File: src/rtl/dsl_pkg.sv
package dsl_pkg;

   // ------------------------------------------------------------------
   // register map (byte addresses on apb)
   // ------------------------------------------------------------------
   localparam int          ADDR_W           = 12;
   localparam logic [11:0] MISC_CONTROL_OFS = 12'h000;
   localparam logic [11:0] MISC_STATUS_OFS  = 12'h004;
   localparam logic [11:0] CHAN_CONTROL_OFS = 12'h008;

   // misc_control_reg fields
   localparam int ECHO_BIT     = 3;
   localparam int LOOPBACK_BIT = 4;
   localparam int CMD_LSB      = 5;
   localparam int CMD_MSB      = 7;

   // chan control fields
   localparam int CHAN_RESET_BIT = 0;
   localparam int AUTO_EN_BIT    = 1;

   // misc_status_reg fields
   localparam int STS_ENABLED_BIT = 0;
   localparam int STS_SEARCH_BIT  = 1;
   localparam int STS_SRC_BIT     = 2;
   localparam int STS_FM_BIT      = 3;
   localparam int STS_ONE_BIT     = 6;
   localparam int STS_TWO_BIT     = 7;

   // ------------------------------------------------------------------
   // bit-cell counter
   // ------------------------------------------------------------------
   localparam int         CNT_W        = 5;
   localparam int         CNT_MSB      = 4;
   localparam int         CNT_NEXT_MSB = 3;
   localparam logic [4:0] SEARCH_COUNT = 5'h10;
   localparam logic [4:0] WIN_LO       = 5'h0c;
   localparam logic [4:0] WIN_HI       = 5'h13;
   localparam logic [4:0] CNT_LAST     = 5'h1f;
   localparam logic [4:0] CNT_ZERO     = 5'h00;
   localparam logic [4:0] CNT_ONE      = 5'h01;

   // ------------------------------------------------------------------
   // synchroniser lanes
   // ------------------------------------------------------------------
   localparam int SYNC_W   = 4;
   localparam int SYNC_CLK = 0;
   localparam int SYNC_RX  = 1;
   localparam int SYNC_CTS = 2;
   localparam int SYNC_CD  = 3;

   typedef enum logic [2:0] {
      CMD_NULL          = 3'h0,
      CMD_ENTER_SEARCH  = 3'h1,
      CMD_RESET_MISSING = 3'h2,
      CMD_DISABLE       = 3'h3,
      CMD_SRC_BRG       = 3'h4,
      CMD_SRC_PIN       = 3'h5,
      CMD_MODE_FM       = 3'h6,
      CMD_MODE_NRZI     = 3'h7
   } dsl_cmd_t;

   typedef enum logic [1:0] {
      ST_OFF    = 2'b00,
      ST_SEARCH = 2'b01,
      ST_TRACK  = 2'b10
   } dsl_loop_state_t;

   typedef struct packed {
      logic            loopback;
      logic            echo;
      logic            auto_en;
      logic            src_brg;
      logic            mode_fm;
      dsl_loop_state_t loop_state;
      logic [4:0]      cnt;
      logic            edge_pend;
      logic            seen_edge;
      logic            missed_once;
      logic            one_miss;
      logic            two_miss;
      logic            rx_prev;
      logic            ref_prev;
      logic            tx_pin;
      logic            rcvr_data;
      logic            rcvr_en;
      logic            xmtr_en;
      logic            rclk;
      logic            tclk;
      logic            pready;
      logic            pslverr;
      logic [31:0]     prdata;
   } dsl_state_t;

   localparam dsl_state_t STATE_RST = '{loop_state: ST_OFF,
                                        cnt:        SEARCH_COUNT,
                                        rclk:       1'b1,
                                        tclk:       1'b1,
                                        default:    '0};

endpackage : dsl_pkg

File: src/rtl/dsl_top.sv
// Summary of operation
// reset disables loop, pin source, nrzi mode
// enter-search command enables the recovery loop
// software picks source, mode, then enables
// loop not free running; lost data re-searches
// transmit clock best from a continuous source
// loop reference at most half bus clock from pin, one tick per clock from brg
// loopback feeds transmitter into receiver, pin kept
// loopback ignores carrier and cts enables
// loop input stays on receive pin
// echo drives transmit pin from receive pin
// echo ignores cts, transmitter output dropped
// both bits: echo routing, both enables ignored
// search holds bit-cell counter at sixteen
// disabled or nrzi clears missing-clock flags
// routing follows register bits next cycle
`timescale 1ns/1ps
module dsl_top (
   input  wire logic                       mclk,
   input  wire logic                       rst,
   input  wire logic                       psel,
   input  wire logic                       penable,
   input  wire logic                       pwrite,
   input  wire logic [dsl_pkg::ADDR_W-1:0] paddr,
   input  wire logic [31:0]                pwdata,
   output logic                            pready,
   output logic [31:0]                     prdata,
   output logic                            pslverr,
   input  wire logic                       shared_clock_pin,
   input  wire logic                       rx_pin,
   input  wire logic                       cts_in,
   input  wire logic                       carrier_detect_in,
   input  wire logic                       brg_tick,
   input  wire logic                       xmtr_data,
   input  wire logic                       rcvr_req,
   input  wire logic                       xmtr_req,
   output logic                            tx_pin,
   output logic                            rcvr_data,
   output logic                            rcvr_enable,
   output logic                            xmtr_enable,
   output logic                            rec_rx_clk,
   output logic                            rec_tx_clk
);

   // ------------------------------------------------------------------
   // pin synchronisers
   // ------------------------------------------------------------------
   logic [dsl_pkg::SYNC_W-1:0] sync_q;
   logic                       ref_s;
   logic                       rx_s;
   logic                       cts_s;
   logic                       cd_s;

   dsl_sync u_sync (
      .mclk    (mclk),
      .rst     (rst),
      .d_async ({carrier_detect_in, cts_in, rx_pin, shared_clock_pin}),
      .q       (sync_q)
   );

   assign ref_s = sync_q[dsl_pkg::SYNC_CLK];
   assign rx_s  = sync_q[dsl_pkg::SYNC_RX];
   assign cts_s = sync_q[dsl_pkg::SYNC_CTS];
   assign cd_s  = sync_q[dsl_pkg::SYNC_CD];

   // ------------------------------------------------------------------
   // state
   // ------------------------------------------------------------------
   dsl_pkg::dsl_state_t s;
   dsl_pkg::dsl_state_t next_s;

   logic             acc;
   logic             wr;
   logic             wr_misc;
   logic             wr_chan;
   dsl_pkg::dsl_cmd_t cmd;
   logic             chan_rst;
   logic             ref_tick;
   logic             data_edge;
   logic             hit;
   logic             in_win;
   logic             seen_now;
   logic             set_one;
   logic             set_two;

   assign acc       = psel & penable;
   assign wr        = acc & s.pready & pwrite;
   assign wr_misc   = wr & (paddr == dsl_pkg::MISC_CONTROL_OFS);
   assign wr_chan   = wr & (paddr == dsl_pkg::CHAN_CONTROL_OFS);
   assign cmd       = wr_misc ?
                      dsl_pkg::dsl_cmd_t'(pwdata[dsl_pkg::CMD_MSB:
                                                 dsl_pkg::CMD_LSB]) :
                      dsl_pkg::CMD_NULL;
   assign chan_rst  = wr_chan & pwdata[dsl_pkg::CHAN_RESET_BIT];
   // the loop advances on rising edges of the pin reference, or on each brg tick
   assign ref_tick  = s.src_brg ? brg_tick : (ref_s & ~s.ref_prev);
   assign data_edge = rx_s ^ s.rx_prev;
   assign hit       = s.edge_pend | data_edge;
   assign in_win    = (s.cnt >= dsl_pkg::WIN_LO) &&
                      (s.cnt <= dsl_pkg::WIN_HI);
   assign seen_now  = s.seen_edge | (hit & (~s.mode_fm | in_win));

   always_comb begin
      next_s  = s;
      set_one = 1'b0;
      set_two = 1'b0;

      // ---------------------------------------------------------------
      // apb slave: one wait state, error on unmapped address
      // ---------------------------------------------------------------
      next_s.pready  = acc & ~s.pready;
      next_s.pslverr = 1'b0;
      if (acc & ~s.pready) begin
         next_s.prdata = '0;
         case (paddr)
            dsl_pkg::MISC_CONTROL_OFS: begin
               next_s.prdata[dsl_pkg::LOOPBACK_BIT] = s.loopback;
               next_s.prdata[dsl_pkg::ECHO_BIT]     = s.echo;
            end
            dsl_pkg::MISC_STATUS_OFS: begin
               next_s.prdata[dsl_pkg::STS_ENABLED_BIT] =
                  (s.loop_state != dsl_pkg::ST_OFF);
               next_s.prdata[dsl_pkg::STS_SEARCH_BIT]  =
                  (s.loop_state != dsl_pkg::ST_TRACK);
               next_s.prdata[dsl_pkg::STS_SRC_BIT]     = s.src_brg;
               next_s.prdata[dsl_pkg::STS_FM_BIT]      = s.mode_fm;
               next_s.prdata[dsl_pkg::STS_ONE_BIT]     = s.one_miss;
               next_s.prdata[dsl_pkg::STS_TWO_BIT]     = s.two_miss;
            end
            dsl_pkg::CHAN_CONTROL_OFS: begin
               next_s.prdata[dsl_pkg::AUTO_EN_BIT] = s.auto_en;
            end
            default: begin
               next_s.pslverr = 1'b1;
            end
         endcase
      end

      if (wr_misc) begin
         next_s.loopback = pwdata[dsl_pkg::LOOPBACK_BIT];
         next_s.echo     = pwdata[dsl_pkg::ECHO_BIT];
      end
      if (wr_chan) begin
         next_s.auto_en = pwdata[dsl_pkg::AUTO_EN_BIT];
      end

      // ---------------------------------------------------------------
      // clock recovery loop
      // ---------------------------------------------------------------
      next_s.rx_prev   = rx_s;
      next_s.ref_prev  = ref_s;
      next_s.edge_pend = s.edge_pend | data_edge;
      case (s.loop_state)
         dsl_pkg::ST_OFF: begin
            next_s.cnt       = dsl_pkg::SEARCH_COUNT;
            next_s.edge_pend = 1'b0;
         end
         dsl_pkg::ST_SEARCH: begin
            // no free running here; first line edge starts tracking
            next_s.cnt       = dsl_pkg::SEARCH_COUNT;
            next_s.edge_pend = 1'b0;
            if (data_edge) begin
               next_s.loop_state  = dsl_pkg::ST_TRACK;
               next_s.seen_edge   = 1'b0;
               next_s.missed_once = 1'b0;
            end
         end
         dsl_pkg::ST_TRACK: begin
            if (ref_tick) begin
               next_s.edge_pend = 1'b0;
               next_s.seen_edge = seen_now;
               if (s.cnt == dsl_pkg::CNT_LAST) begin
                  next_s.cnt       = dsl_pkg::CNT_ZERO;
                  next_s.seen_edge = 1'b0;
                  if (seen_now) begin
                     next_s.missed_once = 1'b0;
                  end else if (s.missed_once) begin
                     // second empty cycle: sync lost
                     set_one            = s.mode_fm;
                     set_two            = s.mode_fm;
                     next_s.missed_once = 1'b0;
                     next_s.loop_state  = dsl_pkg::ST_SEARCH;
                     next_s.cnt         = dsl_pkg::SEARCH_COUNT;
                  end else begin
                     set_one            = s.mode_fm;
                     next_s.missed_once = 1'b1;
                  end
               end else begin
                  next_s.cnt = s.cnt + dsl_pkg::CNT_ONE;
               end
            end
         end
         default: begin
            next_s.loop_state = dsl_pkg::ST_OFF;
            next_s.cnt        = dsl_pkg::SEARCH_COUNT;
         end
      endcase

      // clear first so a flag event in the same cycle still lands
      if (cmd == dsl_pkg::CMD_RESET_MISSING) begin
         next_s.one_miss = 1'b0;
         next_s.two_miss = 1'b0;
      end
      if (set_one) begin
         next_s.one_miss = 1'b1;
      end
      if (set_two) begin
         next_s.two_miss = 1'b1;
      end

      // ---------------------------------------------------------------
      // commands; channel reset wins over everything
      // ---------------------------------------------------------------
      case (cmd)
         dsl_pkg::CMD_ENTER_SEARCH: begin
            next_s.loop_state  = dsl_pkg::ST_SEARCH;
            next_s.cnt         = dsl_pkg::SEARCH_COUNT;
            next_s.missed_once = 1'b0;
            next_s.one_miss    = 1'b0;
            next_s.two_miss    = 1'b0;
         end
         dsl_pkg::CMD_DISABLE: begin
            next_s.loop_state = dsl_pkg::ST_OFF;
            next_s.cnt        = dsl_pkg::SEARCH_COUNT;
         end
         dsl_pkg::CMD_SRC_BRG:   next_s.src_brg = 1'b1;
         dsl_pkg::CMD_SRC_PIN:   next_s.src_brg = 1'b0;
         dsl_pkg::CMD_MODE_FM:   next_s.mode_fm = 1'b1;
         dsl_pkg::CMD_MODE_NRZI: next_s.mode_fm = 1'b0;
         default: begin
         end
      endcase
      if (chan_rst) begin
         next_s.loop_state  = dsl_pkg::ST_OFF;
         next_s.src_brg     = 1'b0;
         next_s.mode_fm     = 1'b0;
         next_s.cnt         = dsl_pkg::SEARCH_COUNT;
         next_s.missed_once = 1'b0;
      end
      if ((next_s.loop_state == dsl_pkg::ST_OFF) || !next_s.mode_fm) begin
         next_s.one_miss = 1'b0;
         next_s.two_miss = 1'b0;
      end

      // clock outputs from the counter; count 16 gives idle levels
      if (s.mode_fm) begin
         next_s.rclk = ~next_s.cnt[dsl_pkg::CNT_MSB];
         next_s.tclk = ~(next_s.cnt[dsl_pkg::CNT_MSB] ^
                         next_s.cnt[dsl_pkg::CNT_NEXT_MSB]);
      end else begin
         next_s.rclk = next_s.cnt[dsl_pkg::CNT_MSB];
         next_s.tclk = next_s.cnt[dsl_pkg::CNT_MSB];
      end

      // ---------------------------------------------------------------
      // diagnostic routing, registered once for clean pin timing
      // ---------------------------------------------------------------
      next_s.tx_pin    = s.echo ? rx_s : xmtr_data;
      next_s.rcvr_data = (s.loopback && !s.echo) ?
                         xmtr_data : rx_s;
      next_s.rcvr_en   = rcvr_req &
                         (~s.auto_en | s.loopback | cd_s);
      next_s.xmtr_en   = xmtr_req &
                         (~s.auto_en | s.loopback | s.echo |
                          cts_s);
   end

   always_ff @(posedge mclk) begin
      if (rst) begin
         s <= dsl_pkg::STATE_RST;
      end else begin
         s <= next_s;
      end
   end

   assign pready      = s.pready;
   assign prdata      = s.prdata;
   assign pslverr     = s.pslverr;
   assign tx_pin      = s.tx_pin;
   assign rcvr_data   = s.rcvr_data;
   assign rcvr_enable = s.rcvr_en;
   assign xmtr_enable = s.xmtr_en;
   assign rec_rx_clk  = s.rclk;
   assign rec_tx_clk  = s.tclk;
endmodule : dsl_top

File: src/rtl/dsl_sync.sv
`timescale 1ns/1ps
module dsl_sync (
   input  wire logic                      mclk,
   input  wire logic                      rst,
   input  wire logic [dsl_pkg::SYNC_W-1:0] d_async,
   output logic      [dsl_pkg::SYNC_W-1:0] q
);

   typedef struct packed {
      logic [dsl_pkg::SYNC_W-1:0] meta;
      logic [dsl_pkg::SYNC_W-1:0] stable;
   } dsl_sync_state_t;

   dsl_sync_state_t s;
   dsl_sync_state_t next_s;

   // first stage feeds the second stage only
   always_comb begin
      next_s        = s;
      next_s.meta   = d_async;
      next_s.stable = s.meta;
   end

   always_ff @(posedge mclk) begin
      if (rst) begin
         s <= '0;
      end else begin
         s <= next_s;
      end
   end

   assign q = s.stable;

endmodule : dsl_sync

File: config.mk
export PLATFORM = sky130hd
export DESIGN_NAME = dsl_top
export DESIGN_NICKNAME = d
export VERILOG_FILES = /design/src/rtl/dsl_pkg.sv /design/src/rtl/dsl_top.sv /design/src/rtl/dsl_sync.sv
export SDC_FILE = /design/constraint.sdc
export NUM_CORES = 1
export LEC_CHECK = 0
export ABC_AREA = 1
export CORE_ASPECT_RATIO = 2
export CORE_MARGIN = 2
export CORE_UTILIZATION = 55
export DETAILED_ROUTE_END_ITERATION = 6
export DONT_BUFFER_PORTS = 1
export MAX_ROUTING_LAYER = met4
export PLACE_DENSITY = 0.74
export SLEW_MARGIN = 25
export SYNTH_ARGS = -nofsm -noshare
export SYNTH_HDL_FRONTEND = slang
export SYNTH_HIERARCHICAL = 1
export SYNTH_SLANG_ARGS = --single-unit
File: constraint.sdc
create_clock -name mclk -period 2.2 [get_ports mclk]
set_clock_uncertainty 0.1 [all_clocks]
set_input_delay 0.44 -clock mclk [delete_from_list [all_inputs] [get_ports mclk]]
set_output_delay 0.44 -clock mclk [all_outputs]
set_load 0.05 [all_outputs]
==> results of run 1 <==
path summary, 6_finish.rpt:
| path | start | endpoint | slack, ns | cells past startpoint |
|---|---|---|---|---|
| worst max register to register | s[47] | rec_rx_clk | 0.29 | 10 |
| worst max-delay path | s[47] | rec_rx_clk | 0.29 | 10 |
| worst min register to register | u_sync/next_s[3] | u_sync/q[3] | 0.30 | 2 |
| worst min-delay path | rst | u_sync/next_s[2] | 0.11 | 1 |
layout make-up:
| type | count | area (sq um) | share of cell area, % |
|---|---|---|---|
| Multi-Input combinational cell | 187 | 916 | 43.0 |
| Sequential cell | 42 | 843 | 39.6 |
| Tap cell | 49 | 61.3 | 2.88 |
| Clock buffer | 7 | 76.3 | 3.58 |
| Clock inverter | 1 | 30.0 | 1.41 |
| Inverter | 46 | 175 | 8.22 |
| Timing Repair Buffer | 4 | 30.0 | 1.41 |
synthesized netlist by cell type:
| cell type | n | area, sq um |
|---|---|---|
| ha_1 | 3 | 37.5 |
| nor2_1 | 34 | 128 |
| o21bai_1 | 1 | 7.51 |
| buf_6 | 1 | 11.3 |
| xnor2_1 | 1 | 8.76 |
| clkbuf_1 | 3 | 11.3 |
| a21oi_1 | 16 | 80.1 |
| o2111ai_1 | 1 | 8.76 |
| inv_1 | 45 | 169 |
| nand2_2 | 2 | 12.5 |
| conb_1 | 1 | 3.75 |
| nor3_1 | 5 | 25.0 |
| o31ai_1 | 2 | 15.0 |
| inv_4 | 1 | 6.26 |
| o311ai_0 | 1 | 8.76 |
| a31oi_1 | 1 | 6.26 |
| nand2_1 | 45 | 169 |
| nand3_1 | 13 | 65.1 |
| a21o_1 | 1 | 7.51 |
| a21oi_2 | 1 | 8.76 |
| nor2_4 | 2 | 22.5 |
| a211oi_1 | 3 | 22.5 |
| a22o_1 | 1 | 8.76 |
| o21ai_0 | 14 | 70.1 |
| o21ai_4 | 1 | 16.3 |
| nor2_2 | 3 | 18.8 |
| buf_4 | 32 | 240 |
| dfxtp_1 | 42 | 841 |
| nand4_1 | 6 | 37.5 |
| o211ai_1 | 4 | 30.0 |
| a22oi_1 | 1 | 7.51 |
power breakdown:
part           switching (W)  leakage, nW  internal, W
clock               0.000247       0.0524     0.000340
combinational       0.000131        0.533    0.0000212
sequential         0.0000505        0.344     0.000780
total               0.000429        0.929      0.00114
placed cells by master, fill, tap and decap left out, types with 2 or more instances in the layout:
cell type and count:
inv_1 45, nand2_1 45, dfxtp_1 40, nor2_1 34, conb_1 25, a21oi_1 16
o21ai_0 14, nand3_1 13, nand4_1 6, nor3_1 5, clkbuf_8 5, o211ai_1 4
buf_4 4, nor2_2 3, a211oi_1 3, ha_1 3, nand2_2 2, nor2_4 2
o31ai_1 2, clkbuf_1 2, dfxtp_2 2
routing by layer:
metal / vias to the layer above / part of all wire [%]
li1: 857 / -
met1: 743 / 35
met2: 53 / 57
met3: 6 / 5.6
met4: 0 / 1.9
met5: - / 0
timing repair:
| item | 4_1_cts | 5_1_grt |
|---|---|---|
| setup buffers | 0 | 0 |
| gates resized for setup | 0 | 2 |
| endpoints found under the setup margin | 0 | 3 |
| hold endpoints to repair | 0 | 0 |
metrics by stage:
step           power [W]  hold slack, ns
2_1_floorplan    0.00104           0.288
3_3_place_gp    0.000998           0.291
3_5_place_dp     0.00100           0.296
4_1_cts          0.00158           0.105
5_1_grt          0.00163          0.0990
6_report         0.00157           0.113
sequential cells by signal, indices dropped and copies added (netlist names):
signal / cells
rec_tx_clk: 1
pready: 1
u_sync/q: 4
tx_pin: 1
xmtr_enable: 1
rcvr_data: 1
rcvr_enable: 1
s: 19
u_sync/next_s: 4
pslverr: 1
rec_rx_clk: 1
prdata: 7
worst max-delay path, delay by kind of cell (launching register included):
kind,cells,cell delay [ns]
adders and majority gates,2,0.43
AOI/OAI and AO/OA,5,0.59
DFF,1,0.38
and+or+nand+nor,2,0.25
buffers and inverters,1,0.06
logic make-up (layout without fill, tap and decap cells):
kind of cell	count (synthesis)	after routing	synth area share (%)
buf+inv	82	58	20.8
simple gates	110	110	22.7
flops	42	42	40.0
compound gates	48	48	14.2
xor+xnor	1	1	0.416
fa+ha+maj	3	3	1.78
other cells	1	25	0.178
==> reports/results.ini, run 1 <==
[logic_synthesis]
synth-seq-area-share_pct = 40.0
avgSynthCellArea_sq_um = 7.33
netlist_area_sq_mm = 0.00210
yosysWarningCount = 6
netlist_instances = 287
synth_cell_types = 31
synth-seq-cells = 42

[route]
antenna_left = 0
drc_errors = 0
avgViaCountPerCell = 4.94
drt_iter0_drc = 30
vias = 1659
routed_wl_um = 4060
wire_per_inst_um = 12.1
dr.pass1.iters = 4

[placed_design]
port_buffers = 0
preCtsSetupSlack_ns = 0.181
place_congestion = 0.854
dp_hpwl_um = 3250
dp_cells = 328
postPlaceCellArea_sq_mm = 0.00202

[layout]
n_fill_cell = 374
layout-drive-gt1-share_pct = 7.67
finalNetCount = 346
syn_to_final_growth_pct = 1.31
final_cell_count_no_fill = 336
diodes = 0
fin_util_pct = 58.5
final_area_sq_mm = 0.00213

[pwr]
powerDensity_mw_per_mm2 = 736
leakage_nw = 0.929
ir_worst_vdd_uv = 431

[run_status]
status = complete, no violations

[sta]
finalSetupViolations = 0
max_slew_margin_pct = 65.8
finalCriticalPeriod_ns = 1.91
worst_slack_ns = 0.288
rsz0062_at_grt = no
worstMarginPinSlew_ns = 0.512
period_share_pct = 86.9
fmax_ghz = 0.523
hold_violations = 0
drv_slew = 0
final.setup.tns_ns = 0

[clock_network]
holdBufCountCts = 0
root_buffer = clkbuf_8
clk_pin_slew_ns = 0.07
clockBufferDepth = 2
htree_levels = 2
cts_inserted_buffers = 5
clock-sinks = 42
worstSkewPairLatency_ns = 0.29
cts_tree = built

[die]
core_sq_mm = 0.00365
fp-row-count = 31
start_util_pct = 57.7
chipWidth_um = 47.7
die-area_sq_mm = 0.00437
die_h_um = 91.5
io_pins = 97

[global_route]
antenna_found_initial = 0
met1_usage_pct = 17.8
grt_pass1_vias = 1606
grt_use_total_pct = 20.5
grt_first_pass_wirelength_um = 6450
met3_usage_pct = 4.37
grt_use_met2_pct = 37.3
grt_max_degree = 19
top_usage_layer = met2
grt-ovfl-total = 0

[critical_path]
cp-start-kind = flop
critPathRequiredTime_ns = 2.27
criticalPathCategory = flop to flop
slowest_stage = dfxtp_2
cp-end-kind = flop
slowest_delay_ns = 0.38
critPathMaxFanout = 5
critPathArrivalTime_ns = 1.99
crit_chain = ha_1 -> inv_1 -> nor2_1 -> ha_1 -> a21oi_1 -> o21ai_0 -> o31ai_1 -> nand2_1 -> a21oi_1 -> o21ai_0

[flow_run]
cap_violations = 0

[hold_path]
min_path_type = input pin to flop

No activity file was read; power rests on OpenSTA's default activity.
==> inputs of run 2 (changes only) <==
--- a/config.mk
+++ b/config.mk
@@ -6,7 +6,6 @@
 export NUM_CORES = 1
 export LEC_CHECK = 0
 export ABC_AREA = 1
-export CORE_ASPECT_RATIO = 2
 export CORE_MARGIN = 2
 export CORE_UTILIZATION = 55
 export DETAILED_ROUTE_END_ITERATION = 6
==> reports/results.ini, run 2 (synthesis gave the netlist of run 1 again) <==
[layout]
finalNetCount = 346
final_cell_mix = inv_1, nand2_1, dfxtp_1
diodes = 0
syn_to_final_growth_pct = -0.0593
regMostFlops = s
largest_reg_flops = 19
layout-drive-gt1-share_pct = 7.69

[route]
drc_errors = 0
dr.pass1.iters = 4
antenna_left = 0
vias = 1629
avgViaCountPerCell = 4.88
drt_iter0_drc = 47
wire_per_inst_um = 11.3
routed_wl_um = 3780

[critical_path]
critPathMaxFanout = 5
critPathArrivalTime_ns = 2.13
critPathRequiredTime_ns = 2.27
criticalPathCategory = flop to flop
cp-end-kind = flop
cp-start-kind = flop

[clock_network]
htree_levels = 2
clk_pin_slew_ns = 0.07
cts_inserted_buffers = 5
worstSkewPairLatency_ns = 0.29
clockBufferDepth = 2
cts_tree = built
root_buffer = clkbuf_8
postCtsSetupBuffers = 0
clock-sinks = 42

[sta]
finalCriticalPeriod_ns = 2.06
drv_slew = 0
worst_slack_ns = 0.144
period_share_pct = 93.5
hold_violations = 0
worstMarginPinSlew_ns = 0.518
whs_ns = 0.113
fmax_ghz = 0.486
max_slew_margin_pct = 65.4
finalSetupViolations = 0

[placed_design]
port_buffers = 0
place_congestion = 0.865
preCtsSetupSlack_ns = 0.243
dp_hpwl_um = 2910

[pwr]
ir_worst_vdd_uv = 470
p_comb_share_pct = 10.6
powerDensity_mw_per_mm2 = 683
leakage_nw = 0.919
power_switching_w = 0.000423
p_sw_share_pct = 29.4
intPower_w = 0.00101
pwr-share-seq_pct = 57.9
pwr-share-clk_pct = 31.6

[flow_run]
cap_violations = 0

[global_route]
antenna_found_initial = 0
grt_first_pass_wirelength_um = 6510
grt_use_total_pct = 20.1
grt_max_degree = 19
grt_pass1_vias = 1544
grt-ovfl-total = 0

[run_status]
status = complete, no violations

[die]
start_util_pct = 57.5
die_h_um = 65.9
die-area_sq_mm = 0.00434
chipWidth_um = 65.9
fp-row-count = 22
core_sq_mm = 0.00366
io_pins = 97

[hold_path]
min_path_type = input pin to flop

[run 2: cell types whose count changed in the layout (fill, tap and decap cells not counted), sizes merged]
| cell | before | now |
|---|---|---|
| clkbuf | 7 | 5 |
| bufinv | 1 | 0 |
| clkinv | 0 | 2 |
[run 2: worst paths after layout]
path / start / to / slack, ns / depth (start not counted)
worst max-delay path: s[47] / rec_rx_clk / 0.14 / 10
worst min-delay path: rst / u_sync/q[2] / 0.11 / 1
worst max register to register: s[47] / rec_rx_clk / 0.14 / 10
worst min register to register: u_sync/next_s[3] / u_sync/q[3] / 0.30 / 2
[run 2: stage by stage]
step	cells	power, W	TNS, ns	util, %	area [sq um]
finish	334	0.00144	0	57.5	2100
global route	334	0.00150	-0.0177	57.5	2100
CTS	334	0.00145	0	57.4	2100
detailed placement	327	0.00100	0	55.2	2020
global placement	327	0.000997	0	55.2	2020
floorplan	311	0.00104	0	-	2190
[run 2: power by group through the flow]
stage / Clock [W] / Sequential, W / Combinational, W
floorplan: 0 / 0.000822 / 0.000214
global placement: 0 / 0.000848 / 0.000149
detailed placement: 0 / 0.000849 / 0.000151
CTS: 0.000468 / 0.000831 / 0.000151
global route: 0.000505 / 0.000834 / 0.000164
finish: 0.000453 / 0.000831 / 0.000152
[run 2: cell type report]
| type | instances | area, sq um |
|---|---|---|
| fillers | 358 | 1560 |
| multi-input cells | 187 | 918 |
| flip-flops and latches | 42 | 841 |
| inverters | 46 | 175 |
| clock buffers | 5 | 68.8 |
| well taps | 48 | 60.1 |
| repair buffers | 4 | 30.0 |
| clock inverters | 2 | 10.0 |
[run 2: timing repair]
| item | in CTS | in global routing |
|---|---|---|
| gates resized for setup | 0 | 1 |
| hold buffers | 0 | 0 |
| setup endpoints to repair | 0 | 1 |
[run 2: worst max-delay path, stage by stage, from the launching register on]
cell     delay, ns
dfxtp_1       0.41
ha_1          0.21
inv_1         0.07
nor2_1        0.13
ha_2          0.29
a21oi_1       0.15
o21ai_0       0.10
o31ai_1       0.12
nand2_1       0.15
a21oi_1       0.14
o21ai_0       0.09
[run 2: layer usage]
metal	GRT usage [%]	vias to the layer above	wire length (um)
met1	23.2	735	1710
met3	4.94	4	141
met4	7.29	0	36
met2	33.8	39	1890
met5	-	-	0
li1	-	851	-
